[src/hdl/dlsn_regs.svh]
/*
 * Register offsets, field positions, reset values and opcode constants
 * for the double-length shift and normalize unit.
 * Assumes an 8-bit byte address on the register port, one 24-bit word per
 * aligned 32-bit slot.
 */
`ifndef DLSN_REGS_SVH
`define DLSN_REGS_SVH

// ----------------------------------------------------------------------
// Register offsets
// ----------------------------------------------------------------------
`define DLSN_OFF_ACC      8'h00
`define DLSN_OFF_EXT      8'h04
`define DLSN_OFF_IDX      8'h08
`define DLSN_OFF_STAT     8'h0c
`define DLSN_OFF_MASK     8'h10
`define DLSN_OFF_FLAG     8'h14

// ----------------------------------------------------------------------
// Field positions
// ----------------------------------------------------------------------
`define DLSN_STAT_DONE    0
`define DLSN_STAT_OVF     1
`define DLSN_FLAG_OVF     0
`define DLSN_FLAG_BUSY    1
`define DLSN_SIGN_BIT     23
`define DLSN_NORM_BIT     22
`define DLSN_METH_HI      13
`define DLSN_METH_LO      12
`define DLSN_CNT_HI       5

// ----------------------------------------------------------------------
// Opcodes and method patterns
// ----------------------------------------------------------------------
`define DLSN_OPC_RIGHT    6'h36
`define DLSN_OPC_LEFT     6'h37
`define DLSN_METH_SHIFT   2'h0
`define DLSN_METH_CYCLE   2'h2
`define DLSN_METH_NORM    2'h1

// ----------------------------------------------------------------------
// Reset values
// ----------------------------------------------------------------------
`define DLSN_WORD_RST     24'h000000
`define DLSN_EVT_RST      2'h0
`define DLSN_CNT_RST      6'h00

`endif

[src/hdl/dlsn_pkg.sv]
/*
 * Types and shared functions of the shift and normalize unit.
 * Assumes dlsn_regs.svh is on the include path.
 */
`include "dlsn_regs.svh"

package dlsn_pkg;

    // ------------------------------------------------------------------
    // Operation and sequence types
    // ------------------------------------------------------------------
    typedef enum logic [2:0]
    {
        OP_ARS  = 3'h0,
        OP_RROT = 3'h1,
        OP_LSH  = 3'h2,
        OP_LROT = 3'h3,
        OP_NORM = 3'h4,
        OP_NONE = 3'h5
    } dlsn_op_t;

    typedef enum logic [1:0]
    {
        ST_IDLE  = 2'h0,
        ST_SET1  = 2'h1,
        ST_SET2  = 2'h3,
        ST_SHIFT = 2'h2
    } dlsn_state_t;

    typedef struct packed
    {
        dlsn_state_t st;
        dlsn_op_t    op;
        logic [5:0]  cnt;
        logic [23:0] acc;
        logic [23:0] ext;
        logic [23:0] idx;
        logic        sign;
        logic        ovf;
        logic [1:0]  stat;
        logic [1:0]  mask;
        logic        done;
        logic        busy;
        logic        irq;
        logic [23:0] rdata;
    } dlsn_state_reg_t;

    // ------------------------------------------------------------------
    // Helpers
    // ------------------------------------------------------------------
    function automatic logic dlsn_is_norm(input logic [23:0] w);
        return w[`DLSN_NORM_BIT] != w[`DLSN_SIGN_BIT];
    endfunction

endpackage

[src/hdl/dlsn_dec_if.sv]
/*
 * Decoded operation carried from the instruction decoder to the core.
 * Assumes both ends run on clk_sys; the content is combinational.
 */
`timescale 1ns/1ps
`default_nettype none

interface dlsn_dec_if
    import dlsn_pkg::*;
();
    dlsn_op_t   op;
    logic [5:0] count;

    modport dec  (output op, count);
    modport core (input op, count);
endinterface

`default_nettype wire

[src/hdl/dlsn_decode.sv]
/*
 * Instruction decoder: effective address forming and method selection.
 * Assumes the sequencer holds its request inputs stable while start is high.
 */
`timescale 1ns/1ps
`default_nettype none

module dlsn_decode
    import dlsn_pkg::*;
(
    // Sequencer request
    input  wire logic [5:0]  opcode,
    input  wire logic [13:0] addr_field,
    input  wire logic        indexed,
    input  wire logic        indirect,
    input  wire logic [13:0] indirect_word,
    // Index low bits
    input  wire logic [5:0]  idx_low,
    // Decoded operation
    dlsn_dec_if.dec          bus
);

    logic [13:0] ea;
    logic [1:0]  meth;

    always_comb
    begin
        ea = addr_field;
        if (indirect)
        begin
            ea = indirect_word;
        end
        else if (indexed)
        begin
            // Carry stays inside the count field
            ea = {addr_field[13:6], addr_field[5:0] + idx_low};
        end
        meth = ea[`DLSN_METH_HI:`DLSN_METH_LO];
        bus.count = ea[`DLSN_CNT_HI:0];
        bus.op = OP_NONE;
        if (opcode == `DLSN_OPC_RIGHT)
        begin
            if (meth == `DLSN_METH_SHIFT)
            begin
                bus.op = OP_ARS;
            end
            else if (meth == `DLSN_METH_CYCLE)
            begin
                bus.op = OP_RROT;
            end
        end
        else if (opcode == `DLSN_OPC_LEFT)
        begin
            if (meth == `DLSN_METH_SHIFT)
            begin
                bus.op = OP_LSH;
            end
            else if (meth == `DLSN_METH_CYCLE)
            begin
                bus.op = OP_LROT;
            end
            else if (meth == `DLSN_METH_NORM)
            begin
                bus.op = OP_NORM;
            end
        end
    end

endmodule

`default_nettype wire

[src/hdl/dlsn_step.sv]
/*
 * One-position move of the 48-bit pair for every method.
 * Assumes the caller registers the result; purely combinational.
 */
`timescale 1ns/1ps
`default_nettype none

module dlsn_step
    import dlsn_pkg::*;
(
    // Operation
    input  wire dlsn_op_t    op,
    input  wire logic        sign,
    // Pair in
    input  wire logic [23:0] acc_in,
    input  wire logic [23:0] ext_in,
    // Pair out
    output logic [23:0]      acc_out,
    output logic [23:0]      ext_out,
    output logic             ovf_hit
);

    always_comb
    begin
        acc_out = acc_in;
        ext_out = ext_in;
        ovf_hit = 1'b0;
        unique case (op)
            OP_ARS:
            begin
                acc_out = {acc_in[23], acc_in[23:1]};
                ext_out = {acc_in[0], ext_in[23:1]};
            end
            OP_RROT:
            begin
                acc_out = {ext_in[0], acc_in[23:1]};
                ext_out = {acc_in[0], ext_in[23:1]};
            end
            OP_LSH, OP_NORM:
            begin
                acc_out = {acc_in[22:0], ext_in[23]};
                ext_out = {ext_in[22:0], 1'b0};
                ovf_hit = (op == OP_LSH) && (acc_in[22] != sign);
            end
            OP_LROT:
            begin
                acc_out = {acc_in[22:0], ext_in[23]};
                ext_out = {ext_in[22:0], acc_in[23]};
            end
            OP_NONE:
            begin
            end
            default:
            begin
            end
        endcase
    end

endmodule

`default_nettype wire

[src/hdl/dlsn_unit.sv]
/*
 * Double-length shift and normalize unit: sequence, pair registers,
 * index register, overflow indicator, register port and interrupt.
 * Assumes the instruction sequencer drives start for one cycle while idle
 * and waits for done; all inputs are synchronous to clk_sys.
 */
// Added by the designer: strobed register access and the register addresses.
// Functional notes
// - Pair is two 24-bit registers, chained
// - Opcode 66 right, 67 left
// - Address bits 10,11 pick method
// - Indexing touches only count bits
// - Indirection resolves all 14 bits
// - Six-bit count, zero means no move
// - Shift and rotate take 2+N cycles
// - Arithmetic right keeps and replicates sign
// - Right rotate forms a 48-bit ring
// - Left shift flags sign change overflow
// - Left rotate forms a 48-bit ring
// - Normalize until bit 1 differs, index down
// - Zero pair keeps shifting until count ends
// - Normalize takes 2+R cycles, count bounds
`timescale 1ns/1ps
`default_nettype none

module dlsn_unit
    import dlsn_pkg::*;
(
    // Clock and reset
    input  wire logic        clk_sys,
    input  wire logic        rst_n,
    // Sequencer request
    input  wire logic        start,
    input  wire logic [5:0]  opcode,
    input  wire logic [13:0] addr_field,
    input  wire logic        indexed,
    input  wire logic        indirect,
    input  wire logic [13:0] indirect_word,
    // Sequencer answer
    output logic             busy,
    output logic             done,
    output logic             overflow_flag,
    // Register port
    input  wire logic [7:0]  reg_addr,
    input  wire logic [23:0] wr_data,
    input  wire logic        wr_en,
    input  wire logic        rd_en,
    output logic [23:0]      rd_data,
    // Interrupt
    output logic             irq
);

    // ------------------------------------------------------------------
    // State
    // ------------------------------------------------------------------
    localparam dlsn_state_reg_t RST_VAL = '{
        st:    ST_IDLE,
        op:    OP_NONE,
        cnt:   `DLSN_CNT_RST,
        acc:   `DLSN_WORD_RST,
        ext:   `DLSN_WORD_RST,
        idx:   `DLSN_WORD_RST,
        sign:  1'b0,
        ovf:   1'b0,
        stat:  `DLSN_EVT_RST,
        mask:  `DLSN_EVT_RST,
        done:  1'b0,
        busy:  1'b0,
        irq:   1'b0,
        rdata: `DLSN_WORD_RST
    };

    dlsn_state_reg_t state_reg;
    dlsn_state_reg_t state_next;

    logic [23:0] step_acc;
    logic [23:0] step_ext;
    logic        step_ovf;
    logic        ev_done;
    logic        ev_ovf;
    logic        finish;
    logic        sw_write;

    dlsn_dec_if dec_bus();

    // ------------------------------------------------------------------
    // Decoder and one-position datapath
    // ------------------------------------------------------------------
    dlsn_decode u_decode (
        .opcode        (opcode),
        .addr_field    (addr_field),
        .indexed       (indexed),
        .indirect      (indirect),
        .indirect_word (indirect_word),
        .idx_low       (state_reg.idx[5:0]),
        .bus           (dec_bus.dec)
    );

    dlsn_step u_step (
        .op      (state_reg.op),
        .sign    (state_reg.sign),
        .acc_in  (state_reg.acc),
        .ext_in  (state_reg.ext),
        .acc_out (step_acc),
        .ext_out (step_ext),
        .ovf_hit (step_ovf)
    );

    // ------------------------------------------------------------------
    // Next state
    // ------------------------------------------------------------------
    always_comb
    begin
        state_next = state_reg;
        state_next.done = 1'b0;
        state_next.rdata = `DLSN_WORD_RST;
        ev_done = 1'b0;
        ev_ovf = 1'b0;
        finish = 1'b0;
        // Pair and index are frozen to software while an operation runs
        sw_write = wr_en && (state_reg.st == ST_IDLE) && !start;

        unique case (state_reg.st)
            ST_IDLE:
            begin
                if (start)
                begin
                    state_next.op = dec_bus.op;
                    // Undefined method moves nothing
                    state_next.cnt = (dec_bus.op == OP_NONE) ? `DLSN_CNT_RST
                                                             : dec_bus.count;
                    state_next.sign = state_reg.acc[`DLSN_SIGN_BIT];
                    state_next.st = ST_SET1;
                end
            end
            ST_SET1:
            begin
                state_next.st = ST_SET2;
            end
            ST_SET2:
            begin
                if ((state_reg.cnt == `DLSN_CNT_RST)
                    || ((state_reg.op == OP_NORM) && dlsn_is_norm(state_reg.acc)))
                begin
                    finish = 1'b1;
                end
                else
                begin
                    state_next.st = ST_SHIFT;
                end
            end
            ST_SHIFT:
            begin
                state_next.acc = step_acc;
                state_next.ext = step_ext;
                state_next.cnt = state_reg.cnt - 6'h01;
                ev_ovf = step_ovf;
                if (state_reg.op == OP_NORM)
                begin
                    state_next.idx = state_reg.idx - 24'h000001;
                end
                // A zero pair never normalizes, so only the count ends it
                if ((state_next.cnt == `DLSN_CNT_RST)
                    || ((state_reg.op == OP_NORM) && dlsn_is_norm(step_acc)))
                begin
                    finish = 1'b1;
                end
            end
        endcase

        if (finish)
        begin
            state_next.st = ST_IDLE;
            state_next.done = 1'b1;
            ev_done = 1'b1;
        end

        // Register writes
        if (sw_write)
        begin
            unique case (reg_addr)
                `DLSN_OFF_ACC:  state_next.acc = wr_data;
                `DLSN_OFF_EXT:  state_next.ext = wr_data;
                `DLSN_OFF_IDX:  state_next.idx = wr_data;
                `DLSN_OFF_MASK: state_next.mask = wr_data[1:0];
                default:
                begin
                end
            endcase
        end
        // Clears are accepted while busy; a same-cycle set wins
        if (wr_en && (reg_addr == `DLSN_OFF_STAT))
        begin
            state_next.stat = state_reg.stat & ~wr_data[1:0];
        end
        if (wr_en && (reg_addr == `DLSN_OFF_FLAG) && wr_data[`DLSN_FLAG_OVF])
        begin
            state_next.ovf = 1'b0;
        end
        if (ev_ovf)
        begin
            state_next.ovf = 1'b1;
            state_next.stat[`DLSN_STAT_OVF] = 1'b1;
        end
        if (ev_done)
        begin
            state_next.stat[`DLSN_STAT_DONE] = 1'b1;
        end
        state_next.irq = |(state_next.stat & state_next.mask);
        state_next.busy = (state_next.st != ST_IDLE);

        // Register reads, data valid in the following cycle only
        if (rd_en)
        begin
            unique case (reg_addr)
                `DLSN_OFF_ACC:  state_next.rdata = state_reg.acc;
                `DLSN_OFF_EXT:  state_next.rdata = state_reg.ext;
                `DLSN_OFF_IDX:  state_next.rdata = state_reg.idx;
                `DLSN_OFF_STAT: state_next.rdata = {22'h000000, state_reg.stat};
                `DLSN_OFF_MASK: state_next.rdata = {22'h000000, state_reg.mask};
                `DLSN_OFF_FLAG: state_next.rdata = {22'h000000, state_reg.busy,
                                                    state_reg.ovf};
                default:        state_next.rdata = `DLSN_WORD_RST;
            endcase
        end
    end

    // ------------------------------------------------------------------
    // Registers
    // ------------------------------------------------------------------
    always_ff @(posedge clk_sys or negedge rst_n)
    begin
        if (!rst_n)
        begin
            state_reg <= RST_VAL;
        end
        else
        begin
            state_reg <= state_next;
        end
    end

    assign busy          = state_reg.busy;
    assign done          = state_reg.done;
    assign overflow_flag = state_reg.ovf;
    assign rd_data       = state_reg.rdata;
    assign irq           = state_reg.irq;
endmodule

`default_nettype wire

[config.mk]
export PLATFORM = sky130hd
export DESIGN_NAME = dlsn_unit
export DESIGN_NICKNAME = d
export VERILOG_FILES = /design/src/hdl/dlsn_pkg.sv /design/src/hdl/dlsn_dec_if.sv /design/src/hdl/dlsn_decode.sv /design/src/hdl/dlsn_step.sv /design/src/hdl/dlsn_unit.sv
export VERILOG_INCLUDE_DIRS = /design/src /design/src/hdl
export SDC_FILE = /design/constraint.sdc
export NUM_CORES = 1
export LEC_CHECK = 0
export ABC_AREA = 1
export BUFFER_PORTS_ARGS = -buffer_cell sky130_fd_sc_hd__buf_4
export CORE_MARGIN = 1.5
export CORE_UTILIZATION = 60
export CTS_CLUSTER_SIZE = 8
export DETAILED_ROUTE_END_ITERATION = 6
export PLACE_DENSITY = 0.83
export SLEW_MARGIN = 10
export SYNTH_ARGS = -nofsm -noshare
export SYNTH_HDL_FRONTEND = slang
export SYNTH_SLANG_ARGS = --single-unit
[constraint.sdc]
create_clock -name clk_sys -period 5.15 [get_ports clk_sys]
set_clock_uncertainty 0.1 [all_clocks]
set_input_delay 1.545 -clock clk_sys [delete_from_list [all_inputs] [get_ports clk_sys]]
set_output_delay 1.545 -clock clk_sys [all_outputs]
set_load 0.03 [all_outputs]
==> results of run 1 <==
==> power by group through the flow <==
stage | sequential [mW] | combinational [mW] | clock [mW]
6_report | 1.40 | 1.69 | 1.14
5_1_grt | 1.43 | 1.89 | 1.18
4_1_cts | 1.39 | 1.66 | 1.14
3_5_place_dp | 1.40 | 1.62 | 0
3_3_place_gp | 1.39 | 1.57 | 0
2_1_floorplan | 1.36 | 1.29 | 0
==> worst max path at each step <==
| stage | slack [ps] | from | depth (start not counted) | to |
|---|---|---|---|---|
| 3_5_place_dp | 1580 | reg_addr[4] | 8 | rd_data[9] |
| 4_1_cts | 2010 | reg_addr[4] | 8 | rd_data[9] |
| 6_report | 1960 | reg_addr[5] | 10 | state_reg[39] |
| 2_1_floorplan | 2220 | addr_field[0] | 10 | state_reg[109] |
| 3_3_place_gp | 1600 | reg_addr[4] | 8 | rd_data[10] |
| 5_1_grt | 1710 | reg_addr[5] | 10 | state_reg[38] |
==> cell type report <==
class	count	area share [%]
clock buffer	21	5.584
clock inverter	10	1.305
inverter	165	7.527
multi-input combinational	593	39.62
sequential	116	35.24
tap	143	2.170
timing repair buffer	94	8.558
==> kinds of logic (layout without fill, tap and decap cells) <==
| group | count (synthesis) | after routing |
|---|---|---|
| compound gates | 241 | 241 |
| xor+xnor | 17 | 17 |
| fa+ha+maj | 10 | 10 |
| buf+inv | 232 | 290 |
| flops | 116 | 116 |
| simple gates | 325 | 325 |
==> through the flow <==
step	util [%]	hold slack, ps	cell area (µm²)
detailed placement	66.39	406.3	7677
finish	71.30	417.9	8245
floorplan	-	376.0	7188
global placement	66.39	398.0	7677
CTS	71.30	418.8	8245
global route	71.30	452.3	8245
==> worst reg2reg max path: stages, from the launching register on <==
cell      delay, ps
dfstp_2         620
inv_2            70
nand2_2         640
nand2_2         730
o221ai_1        440
o211ai_1        140
o21ai_0         110
==> layer usage <==
layer | vias to the layer above | track usage (%)
met5 | - | 0
met4 | 0 | 9.283
met3 | 32 | 5.778
met2 | 348 | 48.55
met1 | 3163 | 44.25
li1 | 3223 | -
==> cells in the final DEF (no fill, tap or decap), types with 3 or more instances in the layout <==
cell type	netlist	layout
inv_1	159	159
nand2_1	156	155
dfrtp_1	114	114
nor2_1	98	98
buf_4	27	94
o21ai_0	84	84
o221ai_1	61	61
nand3_1	32	32
a21oi_1	27	27
o211ai_1	27	27
o21ai_1	20	20
clkbuf_16	0	17
xor2_1	15	15
o22ai_1	12	12
ha_1	9	9
nand4_1	8	8
clkinv_2	1	6
a31oi_1	5	5
inv_2	5	5
nor2_2	5	5
nor3_1	5	5
nand2_2	3	4
nor4_1	3	3
clkinvlp_4	0	3
==> summary.txt, run 1 <==
Global route
  – Initial antenna violation count: 0
  – Largest net degree at the start of global routing: 55
  – GR Util All Layers: between 30% and 40%
  – Number of global-route vias before repair: 6,311
  – Global-route wire length before repair: about 31,000 µm
  – Total grt overflow: 0

Clock network
  – Hold_buf cts: 0
  – CTS tree: built
  – Clock slew at reported path FFs: 50 ps
  – H-tree Lvls: 4
  – Max Buffers Root-to-Sink: 2
  – Root Driver: clkbuf_16
  – Clk sinks: between 100 and 150
  – Total CTS buffers: 17
  – Setup Buffers After CTS: 0
  – Clk_lat worst skew: around 410 ps
  – Post-CTS Resized: 0

Setup path
  – FF-to-FF End: state_reg[63]
  – Biggest cell delay along the critical path: between 400 and 500 ps
  – CP Cell Sequence: buf_4, nor2_1, nand3_1, inv_2, nand4_2, inv_2, nand2_1, buf_4, o21ai_0, inv_1
  – Crit. End Element: register
  – Worst r2r src: state_reg[113]
  – Crit Path Class: in -> reg
  – CP required: roughly 5400 ps
  – Worst setup SP type: primary input
  – Worst endpoint data arrival time: ~3400 ps
  – R2R depth: 6
  – Worst path top cell family by delay: buffers and inverters
  – CP max-delay cell: inv_2
  – Crit path buffers/inverters: 5
  – Crit Path Max Fanout: 48
  – Register-to-register path setup slack: around 2200 ps

Pwr
  – Power per Cell Area: roughly 510 mW/mm²
  – Seq pwr share: approximately 33%
  – Share of total power in combinational logic: around 40%
  – Final Total Pwr: around 4.2 mW
  – Sw frac: between 40% and 50%
  – Clock Power Share: between 20% and 30%
  – Worst IR Drop VDD: between 200 and 300 µV
  – Switching pwr: between 1.5 and 2 mW
  – Leakage: approximately 4.2 nW
  – Cell-internal power: around 2.5 mW

Placement
  – Setup WS pre-CTS: around 1600 ps
  – Placed Cells: 1,111
  – Routability-driven placement congestion ratio: ~0.93
  – Port buffer count: slightly below 90
  – Dpl hpwl: between 10,000 and 15,000 µm

STA
  – Setup tns final: 0 ps
  – Slew of the pin with the lowest slew margin: 979.9 ps
  – Endpoints failing setup: 0
  – Tmin final: between 3000 and 4000 ps
  – Fin crit share: 61.97%
  – Fmax: approximately 0.31 GHz
  – Final WS setup: approximately 2000 ps
  – Max transition margin: around 35%
  – Max-slew violations: 0
  – Final hold vios: 0
  – Unrepaired setup endpoints after global routing: no

Detailed routing
  – Detail Route Antenna Nets: 0
  – DR pass1 iterations: 7
  – Met1 WL: 8135 µm
  – # DRC: 5
  – Vias/cell: approximately 5.9
  – Met3 routed WL: 1702 µm
  – DR WL/cell: 16.45 µm
  – Routed WL: 18,790 µm
  – Top Metal Used: met4
  – Iter 0 DRT Violations: ~930
  – Vias: around 6.8k
  – Wire length on met2: 8668 µm

Run
  – Max_cap viols: 0

Synth
  – Warning count from the yosys run: 0
  – Yosys cell types: 46
  – Synth Instances: 941
  – Commonest cells post-synth: inv_1 (159), nand2_1 (156), dfrtp_1 (114), nor2_1 (98), o21ai_0 (84)
  – Synthesized flop and latch total: about 120
  – Ys async rst share: 100.0%
  – Synth Flop Type: dfrtp_1
  – Synth top area share: 39.69%
  – Post-synth EDFFs: 0
  – Area leader, netlist: dfrtp_1
  – Register area share after synthesis: approximately two fifths
  – Mapped Avg Cell Area: ~7.6 µm²
  – Most area-consuming cells after synthesis: dfrtp_1 (40%), inv_1 (8.3%), nand2_1 (8.1%)
  – Post-synthesis compound-gate area fraction: 21.39%
  – Adder-Cell Fraction of Synth Area: 1.845%
  – Area of the mapped netlist: just over 0.007 mm²
  – Largest family of logic cells by synthesized area: compound AO/OA/AOI/OAI gates
  – Post-synthesis mux area share: 0%
  – Syn Nets: a little over 1k
  – Simple-gate share of the synthesized area: between 20% and 30%
  – XOR/XNOR share of the synthesized area: 2.071%
  – Count leader, synth: inv_1

Floorplan
  – Number of core rows: 39
  – Die Height: approximately 110 µm
  – Die W: 112.5 µm
  – Die area: 0.01265 mm²
  – Io pins: ~100
  – Starting density of the core: slightly above 60%
  – Core area: 0.01156 mm²

Run status
  – Failing checks: design-rule violations
  – Status: finished, violations left

Hold path
  – WHS Path Cells: 2
  – Hold/Removal Path Class: reg -> reg
  – Hold Crit Endpoint: overflow_flag
  – HP Start: overflow_flag

Final layout
  – Share of cells above drive strength 1: between 10% and 20%
  – Area growth, synth to finish: 14.71%
  – Max reg flops: slightly below 90
  – Nets: ~1.1k
  – Fin cells: ~1.1k
  – # diodes: 0
  – Area of the multi-input gates: ~0.0033 mm²
  – Register area: between 0.002 and 0.003 mm²
  – Fill cells: around 910
No activity file was read; power rests on OpenSTA's default activity.
==> run 2: changes to the inputs <==
--- a/config.mk
+++ b/config.mk
@@ -9,10 +9,10 @@
 export ABC_AREA = 1
 export BUFFER_PORTS_ARGS = -buffer_cell sky130_fd_sc_hd__buf_4
 export CORE_MARGIN = 1.5
-export CORE_UTILIZATION = 60
+export CORE_UTILIZATION = 58
 export CTS_CLUSTER_SIZE = 8
 export DETAILED_ROUTE_END_ITERATION = 6
-export PLACE_DENSITY = 0.83
+export PLACE_DENSITY = 0.81
 export SLEW_MARGIN = 10
 export SYNTH_ARGS = -nofsm -noshare
 export SYNTH_HDL_FRONTEND = slang
==> constraint.sdc (replaced) <==
create_clock -name clk_sys -period 3.3 [get_ports clk_sys]
set_clock_uncertainty 0.1 [all_clocks]
set_input_delay 0.99 -clock clk_sys [delete_from_list [all_inputs] [get_ports clk_sys]]
set_output_delay 0.99 -clock clk_sys [all_outputs]
set_load 0.03 [all_outputs]
==> run 2 against run 1 <==
  * Combinational power grew 54%
  * Flip-flop and latch count unchanged
  * Critical endpoint is now state_reg[68]
  * Die area is 3.4% higher
  * Non-clock buffer count is 8 higher
  * Final area up 2.1%
  * The flow now finishes without violations
  * Critical path type is now reg -> reg
  * Largest cell class unchanged
  * Critical path depth is 3 lower
  * Largest power group unchanged
==> summary.txt, run 2 (synthesized netlist as in run 1, its figures left out) <==
Run status
  – Status: finished, final reports clean (was finished, violations left)

Setup path
  – CP Cell Sequence: inv_2, nand2_1, buf_4, nand2_2, o221ai_1, o211ai_1, o21ai_0 (was buf_4, nor2_1, nand3_1, inv_2, nand4_2, inv_2, nand2_1, buf_4, o21ai_0, inv_1)
  – Worst path top cell family by delay: compound AO/OA/AOI/OAI gates (was buffers and inverters)
  – Worst endpoint data arrival time: 2720 ps (was 3390 ps)
  – FF-to-FF End: state_reg[68] (was state_reg[63])
  – WP depth: 7 (was 10)
  – Crit path capture: state_reg[68] (was state_reg[39])
  – Crit path buffers/inverters: 2 (was 5)
  – CP max-delay cell: dfstp_2 (was inv_2)
  – Crit. End Element: register (unchanged)
  – Biggest cell delay along the critical path: 620 ps (was 430 ps)
  – Register-to-register path setup slack: 790 ps (was 2210 ps)
  – CP required: 3520 ps (was 5350 ps)
  – Worst r2r src: state_reg[113] (unchanged)
  – Worst setup SP type: register (was primary input)
  – Crit Path Max Fanout: 45 (was 48)
  – Crit Path Class: reg -> reg (was in -> reg)
  – R2R depth: 7 (was 6)
  – Worst Setup SP: state_reg[113] (was reg_addr[5])

Pwr
  – Share of total power in combinational logic: 38.7% (was 39.9%)
  – Worst IR Drop VDD: 432.5 µV (was 253.4 µV)
  – Final Total Pwr: 6.751 mW (was 4.225 mW)
  – Seq pwr share: 32.5% (was 33.2%)
  – Power per Cell Area: 802.1 mW/mm² (was 512.4 mW/mm²)
  – Switching pwr: 2.646 mW (was 1.696 mW)
  – Clock Power Share: 28.8% (was 26.9%)
  – Leakage: 4.234 nW (was 4.171 nW)
  – Cell-internal power: 4.106 mW (was 2.529 mW)
  – Sw frac: 39.19% (was 40.15%)

Clock network
  – Root Driver: clkbuf_16 (unchanged)
  – Clock slew at reported path FFs: 60 ps (was 50 ps)
  – Clk_lat worst skew: 420 ps (was 410 ps)
  – Setup Buffers After CTS: 0 (unchanged)
  – Max Buffers Root-to-Sink: 2 (unchanged)
  – Post-CTS Resized: 0 (unchanged)
  – CTS tree: built (unchanged)
  – Hold_buf cts: 0 (unchanged)
  – H-tree Lvls: 4 (unchanged)
  – Total CTS buffers: 17 (unchanged)
  – Clk sinks: 116 (unchanged)

Final layout
  – Fin cells: 1,176 (was 1,142)
  – Area growth, synth to finish: 17.09% (was 14.71%)
  – Nets: 1,078 (was 1,070)
  – Design area: 0.008417 mm² (was 0.008245 mm²)
  – Most frequent cells in the layout: inv_1 (159), nand2_1 (156), dfrtp_1 (114) (was inv_1 (159), nand2_1 (155), dfrtp_1 (114))
  – Most common cell after layout, fill and taps aside: inv_1 (unchanged)
  – Max reg flops: 88 (unchanged)
  – Final Util: 69.78% (was 71.30%)
  – Share of cells above drive strength 1: 15.97% (was 15.22%)
  – # diodes: 0 (unchanged)
  – Fill cells: 957 (was 907)

STA
  – Endpoints failing setup: 0 (unchanged)
  – Max transition margin: 41.95% (was 34.52%)
  – Slew of the pin with the lowest slew margin: 867.7 ps (was 979.9 ps)
  – Fmax: between 0.3 and 0.4 GHz
  – Tmin final: about 2500 ps
  – Max-slew violations: 0 (unchanged)
  – Unrepaired setup endpoints after global routing: no (unchanged)
  – Setup tns final: 0 ps (unchanged)
  – Fin crit share: approximately three quarters
  – Final hold vios: 0 (unchanged)

Global route
  – Initial antenna violation count: 0 (unchanged)
  – Number of global-route vias before repair: 6,174 (was 6,311)
  – Global-route wire length before repair: 30,660 µm (was 30,970 µm)
  – Largest net degree at the start of global routing: 57 (was 55)
  – GR Util All Layers: 30.32% (was 31.00%)
  – Total grt overflow: 0 (unchanged)

Floorplan
  – Die W: 114.3 µm (was 112.5 µm)
  – Core area: 0.01206 mm² (was 0.01156 mm²)
  – Number of core rows: 40 (was 39)
  – Io pins: 101 (unchanged)
  – Die Height: 114.3 µm (was 112.5 µm)
  – Die area: 0.01307 mm² (was 0.01265 mm²)
  – Starting density of the core: 59.60% (was 62.16%)

Placement
  – Placed cell areas: 0.007791 mm² (was 0.007677 mm²)
  – Placed Cells: 1,144 (was 1,111)
  – Routability-driven placement congestion ratio: 0.9125 (was 0.9319)
  – Port buffer count: 88 (unchanged)
  – Dpl hpwl: 12,920 µm (was 12,900 µm)

Hold path
  – Hold/Removal Path Class: reg -> reg (unchanged)

Detailed routing
  – DR pass1 iterations: 7 (unchanged)
  – Detail Route Antenna Nets: 0 (unchanged)
  – Vias/cell: 5.747 (was 5.925)
  – DR WL/cell: 15.74 µm (was 16.45 µm)
  – # DRC: 0 (was 5)
  – Vias: 6,758 (was 6,766)
  – Iter 0 DRT Violations: 753 (was 931)
  – Routed WL: 18,510 µm (was 18,790 µm)

Run
  – Max_cap viols: 0 (unchanged)
==> run 2: worst min-delay path by stage <==
stage,startpoint,to,slack [ps],cells past startpoint
after floorplan,state_reg[32],state_reg[32],380,2
after global placement,state_reg[32],state_reg[32],400,2
after detailed placement,state_reg[27],state_reg[27],410,2
after CTS,state_reg[27],state_reg[27],420,2
after global routing,state_reg[27],state_reg[27],440,2
final,overflow_flag,overflow_flag,420,2
==> run 2: through the flow <==
stage | hold slack (ps) | setup slack [ps]
floorplan | 376.0 | 924.0
global placement | 396.5 | 581.9
detailed placement | 409.0 | 558.5
CTS | 424.3 | 844.9
global route | 440.7 | 674.8
finish | 419.1 | 793.0
==> run 2: cell type report <==
type | instances | area [µm²] | area share (%)
repair buffers | 102 | 790.8 | 9.395
multi-input cells | 593 | 3264 | 38.78
flip-flops and latches | 116 | 2905 | 34.52
clock inverters | 13 | 182.7 | 2.170
inverters | 165 | 620.6 | 7.373
clock buffers | 19 | 442.9 | 5.262
well taps | 168 | 210.2 | 2.497
==> run 2: tightest hold or removal path: cells and delay by family (launching register included) <==
family,cells,cell delay [ps]
flops,1,360
simple gates,1,50
compound gates,1,80
==> run 2: per-layer routing <==
layer / wire length [µm] / up-vias / track usage [%]
met3: 1715 / 37 / 4.976
met2: 8494 / 365 / 47.19
met5: 0 / - / 0
met4: 293 / 0 / 9.583
met1: 8005 / 3122 / 43.61
li1: - / 3234 / -
==> run 2: power by group through the flow <==
stage	Clock [mW]	Sequential (mW)	Combinational (mW)
after floorplan	0	2.12	2.01
after global placement	0	2.18	2.48
after detailed placement	0	2.19	2.53
after CTS	1.95	2.18	2.58
after global routing	2.03	2.24	2.96
final	1.95	2.19	2.61
==> run 3: changes to the inputs <==
==> constraint.sdc (replaced) <==
create_clock -name clk_sys -period 2.55 [get_ports clk_sys]
set_clock_uncertainty 0.1 [all_clocks]
set_input_delay 0.765 -clock clk_sys [delete_from_list [all_inputs] [get_ports clk_sys]]
set_output_delay 0.765 -clock clk_sys [all_outputs]
set_load 0.03 [all_outputs]
==> run 3 against run 2 <==
  * Final area shrank 0.45%
  * Largest power group unchanged
  * Worst hold slack lost 180 ps
  * Sequential share of layout area grew 0.15 points
  * Utilization shrank 0.31 points
  * Register-to-register slack lost 300 ps
  * Power grew 26%
  * Critical path depth grew 2
  * Sequential power grew 29%
  * Clock power grew 15%
  * Largest cell class unchanged
  * Clock-buffer cell count grew 8
  * Flip-flop and latch count is the same
  * First-iteration DRC count shrank 6.4%
==> summary.txt, run 3 (synthesized netlist as in run 1, its figures left out) <==
Run status
  – Status: finished, final reports clean (unchanged)

Detailed routing
  – DR pass1 iterations: 7 (unchanged)
  – Routed WL: 18,450 µm (was 18,510 µm)
  – Vias/cell: 5.734 (was 5.747)
  – Detail Route Antenna Nets: 0 (unchanged)
  – # DRC: 0 (unchanged)
  – Vias: 6,749 (was 6,758)
  – Iter 0 DRT Violations: 705 (was 753)
  – DR WL/cell: 15.68 µm (was 15.74 µm)

Pwr
  – Leakage: 4.225 nW (was 4.234 nW)
  – Power per Cell Area: 1015 mW/mm² (was 802.1 mW/mm²)
  – Worst IR Drop VDD: 488.2 µV (was 432.5 µV)

Floorplan
  – Die Height: 114.3 µm (unchanged)
  – Starting density of the core: 59.60% (unchanged)
  – Core area: 0.01206 mm² (unchanged)
  – Die area: 0.01307 mm² (unchanged)
  – Number of core rows: 40 (unchanged)
  – Io pins: 101 (unchanged)
  – Die W: 114.3 µm (unchanged)

STA
  – Tmin final: 2057 ps (was 2507 ps)
  – Unrepaired setup endpoints after global routing: no (unchanged)
  – Final Hold Slack: 240.7 ps (was 419.1 ps)
  – Final hold vios: 0 (unchanged)
  – Endpoints failing setup: 0 (unchanged)
  – Max-slew violations: 0 (unchanged)
  – Slew of the pin with the lowest slew margin: 585.1 ps (was 867.7 ps)
  – Fin crit share: 80.67% (was 75.97%)
  – Setup tns final: 0 ps (unchanged)
  – Fmax: 0.4861 GHz (was 0.3989 GHz)
  – Max transition margin: 60.99% (was 41.95%)

Setup path
  – Worst endpoint data arrival time: 2250 ps (was 2720 ps)
  – Crit path buffers/inverters: 2 (unchanged)
  – CP required: 2740 ps (was 3520 ps)
  – Worst Setup SP: state_reg[34] (was state_reg[113])
  – WP depth: 9 (was 7)
  – CP max-delay cell: dfrtp_1 (was dfstp_2)
  – Register-to-register path setup slack: 490 ps (was 790 ps)
  – Biggest cell delay along the critical path: 430 ps (was 620 ps)
  – FF-to-FF End: state_reg[51] (was state_reg[68])
  – Crit Path Max Fanout: 4 (was 45)
  – CP Cell Sequence: inv_1, ha_1, inv_1, nor3_2, nand3_4, nor2_2, nand2_1, xor2_1, a21oi_1 (was inv_2, nand2_1, buf_4, nand2_2, o221ai_1, o211ai_1, o21ai_0)
  – Worst setup SP type: register (unchanged)
  – Crit path capture: state_reg[51] (was state_reg[68])
  – Crit Path Class: reg -> reg (unchanged)
  – R2R depth: 9 (was 7)
  – Crit. End Element: register (unchanged)
  – Worst path top cell family by delay: simple AND/OR/NAND/NOR gates (was compound AO/OA/AOI/OAI gates)
  – Most frequent CP cell: inv_1
  – Worst r2r src: state_reg[34] (was state_reg[113])

Clock network
  – Clock slew at reported path FFs: 50 ps (was 60 ps)
  – Post-CTS Resized: 0 (unchanged)
  – Setup Buffers After CTS: 0 (unchanged)
  – Root Driver: clkbuf_16 (unchanged)
  – H-tree Lvls: 4 (unchanged)
  – CTS tree: built (unchanged)
  – Clk sinks: 116 (unchanged)
  – Total CTS buffers: 17 (unchanged)
  – Max Buffers Root-to-Sink: 2 (unchanged)
  – Clk_lat worst skew: 420 ps (about the same)
  – Hold_buf cts: 0 (unchanged)

Global route
  – Initial antenna violation count: 0 (unchanged)
  – Largest net degree at the start of global routing: 91 (was 57)
  – GR Util All Layers: 30.17% (was 30.32%)
  – Total grt overflow: 0 (unchanged)
  – Global-route wire length before repair: 30,720 µm (was 30,660 µm)
  – Number of global-route vias before repair: 6,256 (was 6,174)

Run
  – Max_cap viols: 0 (unchanged)

Placement
  – Routability-driven placement congestion ratio: 0.9057 (was 0.9125)
  – Dpl hpwl: 13,120 µm (was 12,920 µm)
  – Port buffer count: 88 (unchanged)

Final layout
  – Area growth, synth to finish: 16.57% (was 17.09%)
  – Most frequent cells in the layout: inv_1 (159), nand2_1 (156), dfrtp_1 (114) (unchanged)
  – Most common cell after layout, fill and taps aside: inv_1 (unchanged)
  – Nets: 1,079 (was 1,078)
  – Share of cells above drive strength 1: 15.56% (was 15.97%)
  – Max reg flops: 88 (unchanged)
  – # diodes: 0 (unchanged)

Hold path
  – Hold/Removal Path Class: in -> async (was reg -> reg)
## run 3: cell types whose count changed in the layout (fill, tap and decap cells not counted), sizes merged
cell,previous run,this run
buf,102,103
clkbuf,19,27
bufinv,4,1
clkinv,6,4
clkinvlp,4,1
## run 3: how the worst min path moves through the flow
stage,end,depth (start not counted)
3_3_place_gp,state_reg[32],2
6_report,state_reg[105],1
4_1_cts,state_reg[105],1
5_1_grt,state_reg[106],1
2_1_floorplan,busy,0
3_5_place_dp,state_reg[32],2
## run 3: area by class of cell
cell class / count / area, µm²
clock inverters: 5 / 52.55
well taps: 168 / 210.2
clock buffers: 27 / 503.0
flip-flops and latches: 116 / 2905
repair buffers: 103 / 823.3
inverters: 165 / 620.6
fillers: 986 / 3682
multi-input cells: 593 / 3264
## run 3: stage by stage
step                      power (mW)  worst slack, ps  utilization (%)  instance area [µm²]  std cells
after floorplan                5.349            399.0                -                 7188        941
after global placement         6.051            167.9            64.87                 7824       1145
after detailed placement       6.179            144.6            64.87                 7824       1145
after CTS                      8.441            508.0            69.47                 8379       1177
after global routing           9.116            256.8            69.47                 8379       1177
final                          8.506            492.8            69.47                 8379       1177
## run 3: routing by layer
metal  part of all wire (%)  vias to the layer above  GRT usage, %  wire, µm
met4                    1.8                        0         8.917       334
met1                     44                     3155         43.24      8146
met5                      0                        -             0         0
met2                     45                      327         45.70      8251
li1                       -                     3231             -         -
met3                    9.3                       36         7.305      1720
## run 3: power breakdown
part	switching [mW]	internal, mW	total [mW]
combinational	2.16	1.28	3.43
clock	0.806	1.44	2.24
sequential	0.410	2.42	2.83
total	3.37	5.13	8.51
